File: src/pkg/reload_timer_pkg.sv
// constants for the two-channel reload timer
package reload_timer_pkg;
   // =====================================================
   // register byte addresses
   localparam logic [7:0] OFS_CNT0_LO = 8'h00;
   localparam logic [7:0] OFS_CNT0_HI = 8'h04;
   localparam logic [7:0] OFS_RLD0_LO = 8'h08;
   localparam logic [7:0] OFS_RLD0_HI = 8'h0c;
   localparam logic [7:0] OFS_CTRL = 8'h10;
   localparam logic [7:0] OFS_CNT1_LO = 8'h14;
   localparam logic [7:0] OFS_CNT1_HI = 8'h18;
   localparam logic [7:0] OFS_RLD1_LO = 8'h1c;
   localparam logic [7:0] OFS_RLD1_HI = 8'h20;
   // =====================================================
   // control field positions
   localparam int BIT_TF1 = 7;
   localparam int BIT_TF0 = 6;
   localparam int BIT_IE1 = 5;
   localparam int BIT_IE0 = 4;
   localparam int BIT_OC_HI = 3;
   localparam int BIT_OC_LO = 2;
   localparam int BIT_CE1 = 1;
   localparam int BIT_CE0 = 0;
   // =====================================================
   // reset values and timing
   localparam logic [15:0] CNT_RESET = 16'hffff;
   localparam logic [5:0] CTRL_RESET = 6'h00;
   localparam int CLK_PERIOD_NS = 10;
   localparam int TICK_DIV = 20;
   localparam logic [4:0] TICK_LAST = 5'(TICK_DIV - 1);
   localparam logic [1:0] RESP_OKAY = 2'b00;
   localparam logic [1:0] RESP_SLVERR = 2'b10;
   typedef enum logic [1:0] {
      OUT_ADDR, OUT_TOGGLE, OUT_LOW, OUT_HIGH
   } out_mode_e;
endpackage

File: src/design/reload_timer.sv
// two-channel reload timer with axi4-lite register access
//
// Local design decisions: the AXI4-Lite interface to the registers and the register addresses.
`timescale 1ns/1ps
module reload_timer (
   input wire logic aclk,
   input wire logic aresetn,
   input wire logic [7:0] s_axi_awaddr,
   input wire logic s_axi_awvalid,
   output logic s_axi_awready,
   input wire logic [31:0] s_axi_wdata,
   input wire logic [3:0] s_axi_wstrb,
   input wire logic s_axi_wvalid,
   output logic s_axi_wready,
   output logic [1:0] s_axi_bresp,
   output logic s_axi_bvalid,
   input wire logic s_axi_bready,
   input wire logic [7:0] s_axi_araddr,
   input wire logic s_axi_arvalid,
   output logic s_axi_arready,
   output logic [31:0] s_axi_rdata,
   output logic [1:0] s_axi_rresp,
   output logic s_axi_rvalid,
   input wire logic s_axi_rready,
   input wire logic addr_line_in,
   output logic shared_addr_wave_pin,
   output logic timer_irq
);
   // =====================================================
   // state
   typedef struct packed {
      logic aw_got;
      logic [7:0] aw_addr;
      logic w_got;
      logic [7:0] w_data;
      logic w_en;
      logic bvalid;
      logic [1:0] bresp;
      logic rvalid;
      logic [31:0] rdata;
      logic [1:0] rresp;
      logic tf0;
      logic tf1;
      logic armed0;
      logic armed1;
      logic ie0;
      logic ie1;
      logic [1:0] oc;
      logic ce0;
      logic ce1;
      logic wave;
      logic pin;
      logic irq;
      logic awready;
      logic wready;
      logic arready;
   } top_s;
   top_s s_r;
   top_s s_nxt;

   function automatic logic mapped(input logic [7:0] a);
      mapped = (a <= reload_timer_pkg::OFS_RLD1_HI) && (a[1:0] == 2'b00);
   endfunction

   // one strobe per register, shared by the write and the read decode
   function automatic logic sel(
      input logic go,
      input logic [7:0] a,
      input logic [7:0] ofs
   );
      sel = go && (a == ofs);
   endfunction

   logic tick;
   logic wr_go;
   logic rd_go;
   logic [7:0] waddr;
   logic wr_ok;
   logic wr_ctrl;
   logic wr_cnt_lo0;
   logic wr_cnt_hi0;
   logic wr_rld_lo0;
   logic wr_rld_hi0;
   logic wr_cnt_lo1;
   logic wr_cnt_hi1;
   logic wr_rld_lo1;
   logic wr_rld_hi1;
   logic [15:0] cnt0;
   logic [15:0] cnt1;
   logic [15:0] rld0;
   logic [15:0] rld1;
   logic [7:0] hold0;
   logic [7:0] hold1;
   logic to0;
   logic to1;
   logic rd_lo0;
   logic rd_lo1;
   logic rd_hi0;
   logic rd_hi1;
   logic rd_rld_lo0;
   logic rd_rld_hi0;
   logic rd_rld_lo1;
   logic rd_rld_hi1;
   logic rd_ctrl;
   logic [7:0] ctrl_view;

   // =====================================================
   // address decode
   assign wr_go = s_r.aw_got && s_r.w_got && !s_r.bvalid;
   assign rd_go = s_axi_arvalid && !s_r.rvalid;
   assign waddr = s_r.aw_addr;
   // a cleared byte strobe still answers, but changes nothing
   assign wr_ok = wr_go && s_r.w_en;
   assign wr_ctrl = sel(wr_ok, waddr, reload_timer_pkg::OFS_CTRL);
   assign wr_cnt_lo0 = sel(wr_ok, waddr, reload_timer_pkg::OFS_CNT0_LO);
   assign wr_cnt_hi0 = sel(wr_ok, waddr, reload_timer_pkg::OFS_CNT0_HI);
   assign wr_rld_lo0 = sel(wr_ok, waddr, reload_timer_pkg::OFS_RLD0_LO);
   assign wr_rld_hi0 = sel(wr_ok, waddr, reload_timer_pkg::OFS_RLD0_HI);
   assign wr_cnt_lo1 = sel(wr_ok, waddr, reload_timer_pkg::OFS_CNT1_LO);
   assign wr_cnt_hi1 = sel(wr_ok, waddr, reload_timer_pkg::OFS_CNT1_HI);
   assign wr_rld_lo1 = sel(wr_ok, waddr, reload_timer_pkg::OFS_RLD1_LO);
   assign wr_rld_hi1 = sel(wr_ok, waddr, reload_timer_pkg::OFS_RLD1_HI);
   assign rd_ctrl = sel(rd_go, s_axi_araddr,
      reload_timer_pkg::OFS_CTRL);
   assign rd_lo0 = sel(rd_go, s_axi_araddr,
      reload_timer_pkg::OFS_CNT0_LO);
   assign rd_hi0 = sel(rd_go, s_axi_araddr,
      reload_timer_pkg::OFS_CNT0_HI);
   assign rd_lo1 = sel(rd_go, s_axi_araddr,
      reload_timer_pkg::OFS_CNT1_LO);
   assign rd_hi1 = sel(rd_go, s_axi_araddr,
      reload_timer_pkg::OFS_CNT1_HI);
   assign rd_rld_lo0 = sel(rd_go, s_axi_araddr,
      reload_timer_pkg::OFS_RLD0_LO);
   assign rd_rld_hi0 = sel(rd_go, s_axi_araddr,
      reload_timer_pkg::OFS_RLD0_HI);
   assign rd_rld_lo1 = sel(rd_go, s_axi_araddr,
      reload_timer_pkg::OFS_RLD1_LO);
   assign rd_rld_hi1 = sel(rd_go, s_axi_araddr,
      reload_timer_pkg::OFS_RLD1_HI);

   // =====================================================
   // helpers
   tick_divider u_div (
      .aclk(aclk),
      .aresetn(aresetn),
      .tick(tick)
   );

   timer_channel u_ch0 (
      .aclk(aclk),
      .aresetn(aresetn),
      .tick(tick),
      .enable(s_r.ce0),
      .wr_cnt_lo(wr_cnt_lo0),
      .wr_cnt_hi(wr_cnt_hi0),
      .wr_rld_lo(wr_rld_lo0),
      .wr_rld_hi(wr_rld_hi0),
      .wdata(s_r.w_data),
      .rd_lo(rd_lo0),
      .count(cnt0),
      .reload(rld0),
      .held_hi(hold0),
      .timeout(to0)
   );

   timer_channel u_ch1 (
      .aclk(aclk),
      .aresetn(aresetn),
      .tick(tick),
      .enable(s_r.ce1),
      .wr_cnt_lo(wr_cnt_lo1),
      .wr_cnt_hi(wr_cnt_hi1),
      .wr_rld_lo(wr_rld_lo1),
      .wr_rld_hi(wr_rld_hi1),
      .wdata(s_r.w_data),
      .rd_lo(rd_lo1),
      .count(cnt1),
      .reload(rld1),
      .held_hi(hold1),
      .timeout(to1)
   );

   assign ctrl_view = {s_r.tf1, s_r.tf0, s_r.ie1, s_r.ie0, s_r.oc,
      s_r.ce1, s_r.ce0};

   // =====================================================
   // next state
   always_comb begin
      s_nxt = s_r;
      // write channel capture, either order
      if (s_axi_awvalid && !s_r.aw_got) begin
         s_nxt.aw_got = 1'b1;
         s_nxt.aw_addr = s_axi_awaddr;
      end
      if (s_axi_wvalid && !s_r.w_got) begin
         s_nxt.w_got = 1'b1;
         s_nxt.w_data = s_axi_wdata[7:0];
         s_nxt.w_en = s_axi_wstrb[0];
      end
      if (s_r.bvalid && s_axi_bready) begin
         s_nxt.bvalid = 1'b0;
      end
      if (wr_go) begin
         s_nxt.aw_got = 1'b0;
         s_nxt.w_got = 1'b0;
         s_nxt.bvalid = 1'b1;
         s_nxt.bresp = mapped(waddr) ? reload_timer_pkg::RESP_OKAY
            : reload_timer_pkg::RESP_SLVERR;
         if (wr_ctrl) begin
            // flag bits are read only
            s_nxt.ie1 = s_r.w_data[reload_timer_pkg::BIT_IE1];
            s_nxt.ie0 = s_r.w_data[reload_timer_pkg::BIT_IE0];
            s_nxt.oc = s_r.w_data[reload_timer_pkg::BIT_OC_HI:
               reload_timer_pkg::BIT_OC_LO];
            s_nxt.ce1 = s_r.w_data[reload_timer_pkg::BIT_CE1];
            s_nxt.ce0 = s_r.w_data[reload_timer_pkg::BIT_CE0];
         end
      end
      // read channel
      if (s_r.rvalid && s_axi_rready) begin
         s_nxt.rvalid = 1'b0;
      end
      if (rd_go) begin
         s_nxt.rvalid = 1'b1;
         s_nxt.rresp = mapped(s_axi_araddr) ? reload_timer_pkg::RESP_OKAY
            : reload_timer_pkg::RESP_SLVERR;
         if (rd_lo0) begin
            s_nxt.rdata = {24'h00_0000, cnt0[7:0]};
         end else if (rd_hi0) begin
            s_nxt.rdata = {24'h00_0000, hold0};
         end else if (rd_rld_lo0) begin
            s_nxt.rdata = {24'h00_0000, rld0[7:0]};
         end else if (rd_rld_hi0) begin
            s_nxt.rdata = {24'h00_0000, rld0[15:8]};
         end else if (rd_ctrl) begin
            s_nxt.rdata = {24'h00_0000, ctrl_view};
         end else if (rd_lo1) begin
            s_nxt.rdata = {24'h00_0000, cnt1[7:0]};
         end else if (rd_hi1) begin
            s_nxt.rdata = {24'h00_0000, hold1};
         end else if (rd_rld_lo1) begin
            s_nxt.rdata = {24'h00_0000, rld1[7:0]};
         end else if (rd_rld_hi1) begin
            s_nxt.rdata = {24'h00_0000, rld1[15:8]};
         end else begin
            s_nxt.rdata = 32'h0000_0000;
         end
      end
      // flag clear needs a control read first; set wins over clear
      if (rd_ctrl) begin
         s_nxt.armed0 = s_r.tf0;
         s_nxt.armed1 = s_r.tf1;
      end
      if (s_r.armed0 && (rd_lo0 || rd_hi0)) begin
         s_nxt.tf0 = 1'b0;
         s_nxt.armed0 = 1'b0;
      end
      if (s_r.armed1 && (rd_lo1 || rd_hi1)) begin
         s_nxt.tf1 = 1'b0;
         s_nxt.armed1 = 1'b0;
      end
      if (to0) begin
         s_nxt.tf0 = 1'b1;
      end
      if (to1) begin
         s_nxt.tf1 = 1'b1;
      end
      // wave toggles track channel 1 timeout parity, starting high
      if (to1) begin
         case (reload_timer_pkg::out_mode_e'(s_r.oc))
            reload_timer_pkg::OUT_TOGGLE: s_nxt.wave = !s_r.wave;
            reload_timer_pkg::OUT_LOW: s_nxt.wave = 1'b0;
            reload_timer_pkg::OUT_HIGH: s_nxt.wave = 1'b1;
            // address mode still counts parity
            default: s_nxt.wave = !s_r.wave;
         endcase
      end
      // pin is the address line when output is off
      s_nxt.pin = (s_nxt.oc == 2'b00) ? addr_line_in : s_nxt.wave;
      s_nxt.irq = (s_nxt.tf0 && s_nxt.ie0)
         || (s_nxt.tf1 && s_nxt.ie1);
      // readies are registered too, so every port leaves a flip-flop
      s_nxt.awready = !s_nxt.aw_got;
      s_nxt.wready = !s_nxt.w_got;
      s_nxt.arready = !s_nxt.rvalid;
   end

   always_ff @(posedge aclk) begin
      if (!aresetn) begin
         s_r <= '0;
         s_r.wave <= 1'b1;
         s_r.oc <= reload_timer_pkg::CTRL_RESET[1:0];
         s_r.ce0 <= 1'b0;
         s_r.ce1 <= 1'b0;
         s_r.awready <= 1'b1;
         s_r.wready <= 1'b1;
         s_r.arready <= 1'b1;
      end else begin
         s_r <= s_nxt;
      end
   end

   assign s_axi_awready = s_r.awready;
   assign s_axi_wready = s_r.wready;
   assign s_axi_bvalid = s_r.bvalid;
   assign s_axi_bresp = s_r.bresp;
   assign s_axi_arready = s_r.arready;
   assign s_axi_rvalid = s_r.rvalid;
   assign s_axi_rdata = s_r.rdata;
   assign s_axi_rresp = s_r.rresp;
   assign shared_addr_wave_pin = s_r.pin;
   assign timer_irq = s_r.irq;
endmodule

File: src/design/tick_divider.sv
// divide-by-twenty count tick
`timescale 1ns/1ps
module tick_divider (
   input wire logic aclk,
   input wire logic aresetn,
   output logic tick
);
   typedef struct packed {
      logic [4:0] cnt;
      logic tick;
   } div_s;
   div_s s_r;
   div_s s_nxt;
   always_comb begin
      s_nxt = s_r;
      s_nxt.tick = 1'b0;
      // one pulse every twenty clocks
      if (s_r.cnt == reload_timer_pkg::TICK_LAST) begin
         s_nxt.cnt = 5'h00;
         s_nxt.tick = 1'b1;
      end else begin
         s_nxt.cnt = s_r.cnt + 5'h01;
      end
   end
   always_ff @(posedge aclk) begin
      if (!aresetn) begin
         s_r <= '0;
      end else begin
         s_r <= s_nxt;
      end
   end
   assign tick = s_r.tick;
endmodule

File: src/design/timer_channel.sv
// one 16-bit down counter with reload and latched high byte
`timescale 1ns/1ps
module timer_channel (
   input wire logic aclk,
   input wire logic aresetn,
   input wire logic tick,
   input wire logic enable,
   input wire logic wr_cnt_lo,
   input wire logic wr_cnt_hi,
   input wire logic wr_rld_lo,
   input wire logic wr_rld_hi,
   input wire logic [7:0] wdata,
   input wire logic rd_lo,
   output logic [15:0] count,
   output logic [15:0] reload,
   output logic [7:0] held_hi,
   output logic timeout
);
   typedef struct packed {
      logic [15:0] cnt;
      logic [15:0] rld;
      logic [7:0] hold;
   } ch_s;
   ch_s s_r;
   ch_s s_nxt;
   logic hit;
   always_comb begin
      s_nxt = s_r;
      hit = 1'b0;
      // decrement only while enabled, reload instead of stepping from one to zero
      if (enable && tick) begin
         if (s_r.cnt == 16'h0001 || s_r.cnt == 16'h0000) begin
            s_nxt.cnt = s_r.rld;
            hit = 1'b1;
         end else begin
            s_nxt.cnt = s_r.cnt - 16'h0001;
         end
      end
      // writes are meant for a stopped counter
      if (wr_cnt_lo) begin
         s_nxt.cnt[7:0] = wdata;
      end
      if (wr_cnt_hi) begin
         s_nxt.cnt[15:8] = wdata;
      end
      if (wr_rld_lo) begin
         s_nxt.rld[7:0] = wdata;
      end
      if (wr_rld_hi) begin
         s_nxt.rld[15:8] = wdata;
      end
      if (rd_lo) begin
         s_nxt.hold = s_r.cnt[15:8];
      end
   end
   always_ff @(posedge aclk) begin
      if (!aresetn) begin
         s_r.cnt <= reload_timer_pkg::CNT_RESET;
         s_r.rld <= reload_timer_pkg::CNT_RESET;
         s_r.hold <= reload_timer_pkg::CNT_RESET[15:8];
      end else begin
         s_r <= s_nxt;
      end
   end
   assign count = s_r.cnt;
   assign reload = s_r.rld;
   assign held_hi = s_r.hold;
   assign timeout = hit;
endmodule

File: config.mk
export PLATFORM = sky130hd
export DESIGN_NAME = reload_timer
export DESIGN_NICKNAME = d
export VERILOG_FILES = /design/src/pkg/reload_timer_pkg.sv /design/src/design/reload_timer.sv /design/src/design/tick_divider.sv /design/src/design/timer_channel.sv
export SDC_FILE = /design/constraint.sdc
export NUM_CORES = 1
export LEC_CHECK = 0
export ABC_CLOCK_PERIOD_IN_PS = 5300
export CORE_MARGIN = 5
export CORE_UTILIZATION = 25
export CTS_CLUSTER_DIAMETER = 60
export DETAILED_ROUTE_END_ITERATION = 10
export DONT_BUFFER_PORTS = 1
export PLACE_DENSITY = 0.46
export SLEW_MARGIN = 20
export SYNTH_ARGS = -nofsm -noshare
export SYNTH_HDL_FRONTEND = slang
export SYNTH_SLANG_ARGS = --single-unit
export TNS_END_PERCENT = 100
File: constraint.sdc
create_clock -name aclk -period 5.3 [get_ports aclk]
set_input_delay 0.53 -clock aclk [delete_from_list [all_inputs] [get_ports aclk]]
set_output_delay 0.53 -clock aclk [all_outputs]
set_load 0.01 [all_outputs]
==> results.yml <==
clock_tree:
  clock-root-buffer: "clkbuf_16"
  clk_pin_slew_ps: 60
  worstSkewPairLatency_ps: 430
  cts-buffers-inserted: 17
  clk_path_buf_depth: 2
  htreeDepth: 4
  cts_resized: 0
  post_cts_buffers: 0
  hold_buffers: 0
  cts_sinks: 133
  cts_tree: "done"
power_and_ir_drop:
  p_per_area_mw_per_mm2: 297
  sw_frac_of_total_pct: 24.2
  p_leak_nw: 2.87
  p_switching_w: 0.000558
  p_int_w: 0.00175
  ir_drop_v: 0.000195
  power_frac_seq_pct: 45.8
  p_comb_share_pct: 4.0
  p_clk_share_pct: 50.2
  power_w: 0.00231
global_route:
  gr-total-overflow: 0
  met2_usage_pct: 21.6
  met1_usage_pct: 20.7
  first_global_vias: 5965
  met3_usage_pct: 3.84
  grt.total_usage_pct: 14.8
  grt_antenna_before_repair: 0
  grt_pass1_wl_mm: 36.0
  grt.busiest_layer: "met2"
  grt_max_degree: 90
timing:
  setup_viol: 0
  period_needed_ps: 2980
  hold_viol_final: 0
  maxSlewHeadroom_pct: 26.9
  clock_skew_ps: 9.82
  finalWorstSetupSlack_ps: 2320
  worst_slew_pin_slew_ps: 1090
  max_freq_ghz: 0.336
  finalCritPeriodShare_pct: 56.1
  finalSetupTns_ps: 0
  slew_viol_final: 0
  rsz0062_at_grt: "false"
logic_synthesis:
  synthArstFlopShare_pct: 0
  synthCells: 904
  synth_flop_cell: "dfxtp_1"
  ys_seq_area_share_pct: 37.5
  synth_edf_count: 0
  ys_ff_latch: 133
  synth_area_per_cell_um2: 7.85
  yosysUniqueCellTypes: 74
  ys_warn_count: 0
  syn_area_mm2: 0.00709
routing:
  final_antenna_net_count: 0
  wl_mm: 23.4
  drc: 0
  wire_per_inst_um: 18.7
  post_drt_via_cell_ratio: 5.06
  vias: 6309
  dr.pass1.iters: 5
  drt_iter0_markers: 608
setup_path:
  path_class: "reg2reg"
  setup.worst_path.start_class: "register"
  required_ps: 5610
  path_max_fanout: 27
  reg2regPathDepth: 6
  cp-end-kind: "register"
  rrSetupSlack_ps: 2320
  worst_ep_arrival_time_ps: 3290
cells_and_area:
  final_layout_size_suffix_gt1_share_pct: 6.79
  layout.nets: 922
  utilization_pct: 27.8
  fin_area_mm2: 0.00778
  syn2layout_area_growth_pct: 9.63
  antenna_cells: 0
run_status:
  run_status: "finished, final reports clean"
flow_run:
  maxCapViolCount: 0
placed_design:
  place_area_mm2: 0.00721
  gp_congestion: 0.837
  hpwl_mm: 16.5
  post-place-ws_ps: 2340
  io_buffers: 0
min_path:
  hold_path_class: "in2reg"
  holdPathStages: 1
floorplan:
  dieWidth_um: 178
  placementRows: 61
  ios: 103
  initial_core_util_pct: 25.4
  core-area_mm2: 0.0279
  die-area_mm2: 0.0318
  dieHeight_um: 178
logic make-up after synthesis:
group	count (synthesis)	share of synthesized area, %
AOI/OAI and AO/OA	205	19.2
xor gates and xnor gates	6	0.741
adders and majority gates	6	1.06
buffers and inverters	122	8.68
DFF	133	37.5
muxes	53	7.62
other	1	0.0529
and+or+nand+nor	378	25.1
metal layers:
layer,routed length [um],vias to the layer above
met5,0,-
met4,637,0
met3,1470,39
met2,10100,197
met1,11100,2999
li1,-,3074
final cells by class:
cell class / count / area (um^2)
timing repair buffer: 9 / 67.6
multi-input combinational: 674 / 3930
tap: 378 / 473
inverter: 21 / 78.8
sequential: 133 / 2660
fill: 3100 / 20200
clock buffer: 24 / 492
clock inverter: 8 / 73.8
cells in the mapped netlist (4+ instances only):
cell type / count / area share [%]
nand3b_1: 4 / 0.42
nor4b_1: 4 / 0.49
o21ai_0: 39 / 2.8
mux2i_1: 48 / 6.8
buf_1: 7 / 0.37
o31ai_1: 7 / 0.74
a211oi_1: 4 / 0.42
o311ai_0: 6 / 0.74
ha_1: 6 / 1.1
a32oi_1: 4 / 0.49
a2bb2oi_1: 6 / 0.74
mux2_2: 4 / 0.63
nand2_1: 151 / 8.0
nand3_1: 49 / 3.5
a21oi_1: 51 / 3.6
a21o_1: 4 / 0.42
o211ai_1: 25 / 2.6
nor2_1: 79 / 4.2
buf_2: 5 / 0.35
clkbuf_1: 50 / 2.6
buf_4: 36 / 3.8
nor4_1: 10 / 0.88
a31oi_1: 8 / 0.71
o22ai_1: 12 / 1.1
nor2b_1: 5 / 0.44
inv_1: 21 / 1.1
and3_1: 5 / 0.44
dfxtp_1: 133 / 38
or3_1: 11 / 0.97
nand2b_1: 13 / 1.1
a221oi_1: 4 / 0.49
nor3_1: 22 / 1.6
stage by stage:
stage          std cells  hold slack, ps
2_1_floorplan        929             418
3_3_place_gp        1215             435
3_5_place_dp        1215             441
4_1_cts             1247             156
5_1_grt             1247             154
6_report            1247             174
power by group through the flow:
stage | Combinational (W) | Sequential (W) | Clock [W]
6_report | 0.0000925 | 0.00106 | 0.00116
5_1_grt | 0.000105 | 0.00106 | 0.00123
2_1_floorplan | 0.000122 | 0.00105 | 0
3_5_place_dp | 0.0000917 | 0.00108 | 0
3_3_place_gp | 0.0000917 | 0.00108 | 0
4_1_cts | 0.0000921 | 0.00106 | 0.00118
worst max-delay path, cell delays in order, from the launching register on:
cell	delay (ps)
dfxtp_1	390
nor4_2	420
nand2_1	270
or4_1	1030
mux2_2	450
a22oi_1	190
o211ai_1	100
final timing paths:
kind,from,to
setup / recovery,u_ch1.count[6]$_SDFFE_PN1P_,u_ch1.count[6]$_SDFFE_PN1P_
hold / removal,aresetn,u_ch1.reload[0]$_SDFFE_PN1P_
setup reg to reg,u_ch1.count[6]$_SDFFE_PN1P_,u_ch1.count[6]$_SDFFE_PN1P_
hold reg to reg,u_div.s_r[1]$_SDFF_PP0_,u_div.s_r[1]$_SDFF_PP0_
cell usage in the layout, fill, tap and decap left out, drive strengths merged, types with 4 or more instances in the layout:
cell type / n
clkbuf: 24
a21oi: 51
inv: 21
mux2i: 48
a2bb2oi: 6
nand3b: 4
a211oi: 5
nand2: 151
o31ai: 7
a21o: 4
a221oi: 4
ha: 6
buf: 9
a32oi: 4
dfxtp: 133
or3: 12
conb: 26
a31oi: 8
or4: 7
o211ai: 25
mux2: 5
nand3: 49
nor2b: 5
nor3: 24
o22ai: 12
nand2b: 13
nor4b: 5
o311ai: 9
and3: 5
nor2: 79
o21ai: 39
nor4: 11
clkinv: 5
state kept, by name, summed over array words and instances (netlist names), 5 cells and up:
register / cells
s_r: 14
ctrl_view: 8
s_axi_rdata: 8
u_ch1.reload: 16
u_ch0.held_hi: 8
u_ch0.reload: 16
waddr: 8
u_ch1.count: 16
u_ch1.held_hi: 8
u_ch0.count: 16
u_div.s_r: 5
Power figures use the tool's default switching activity.
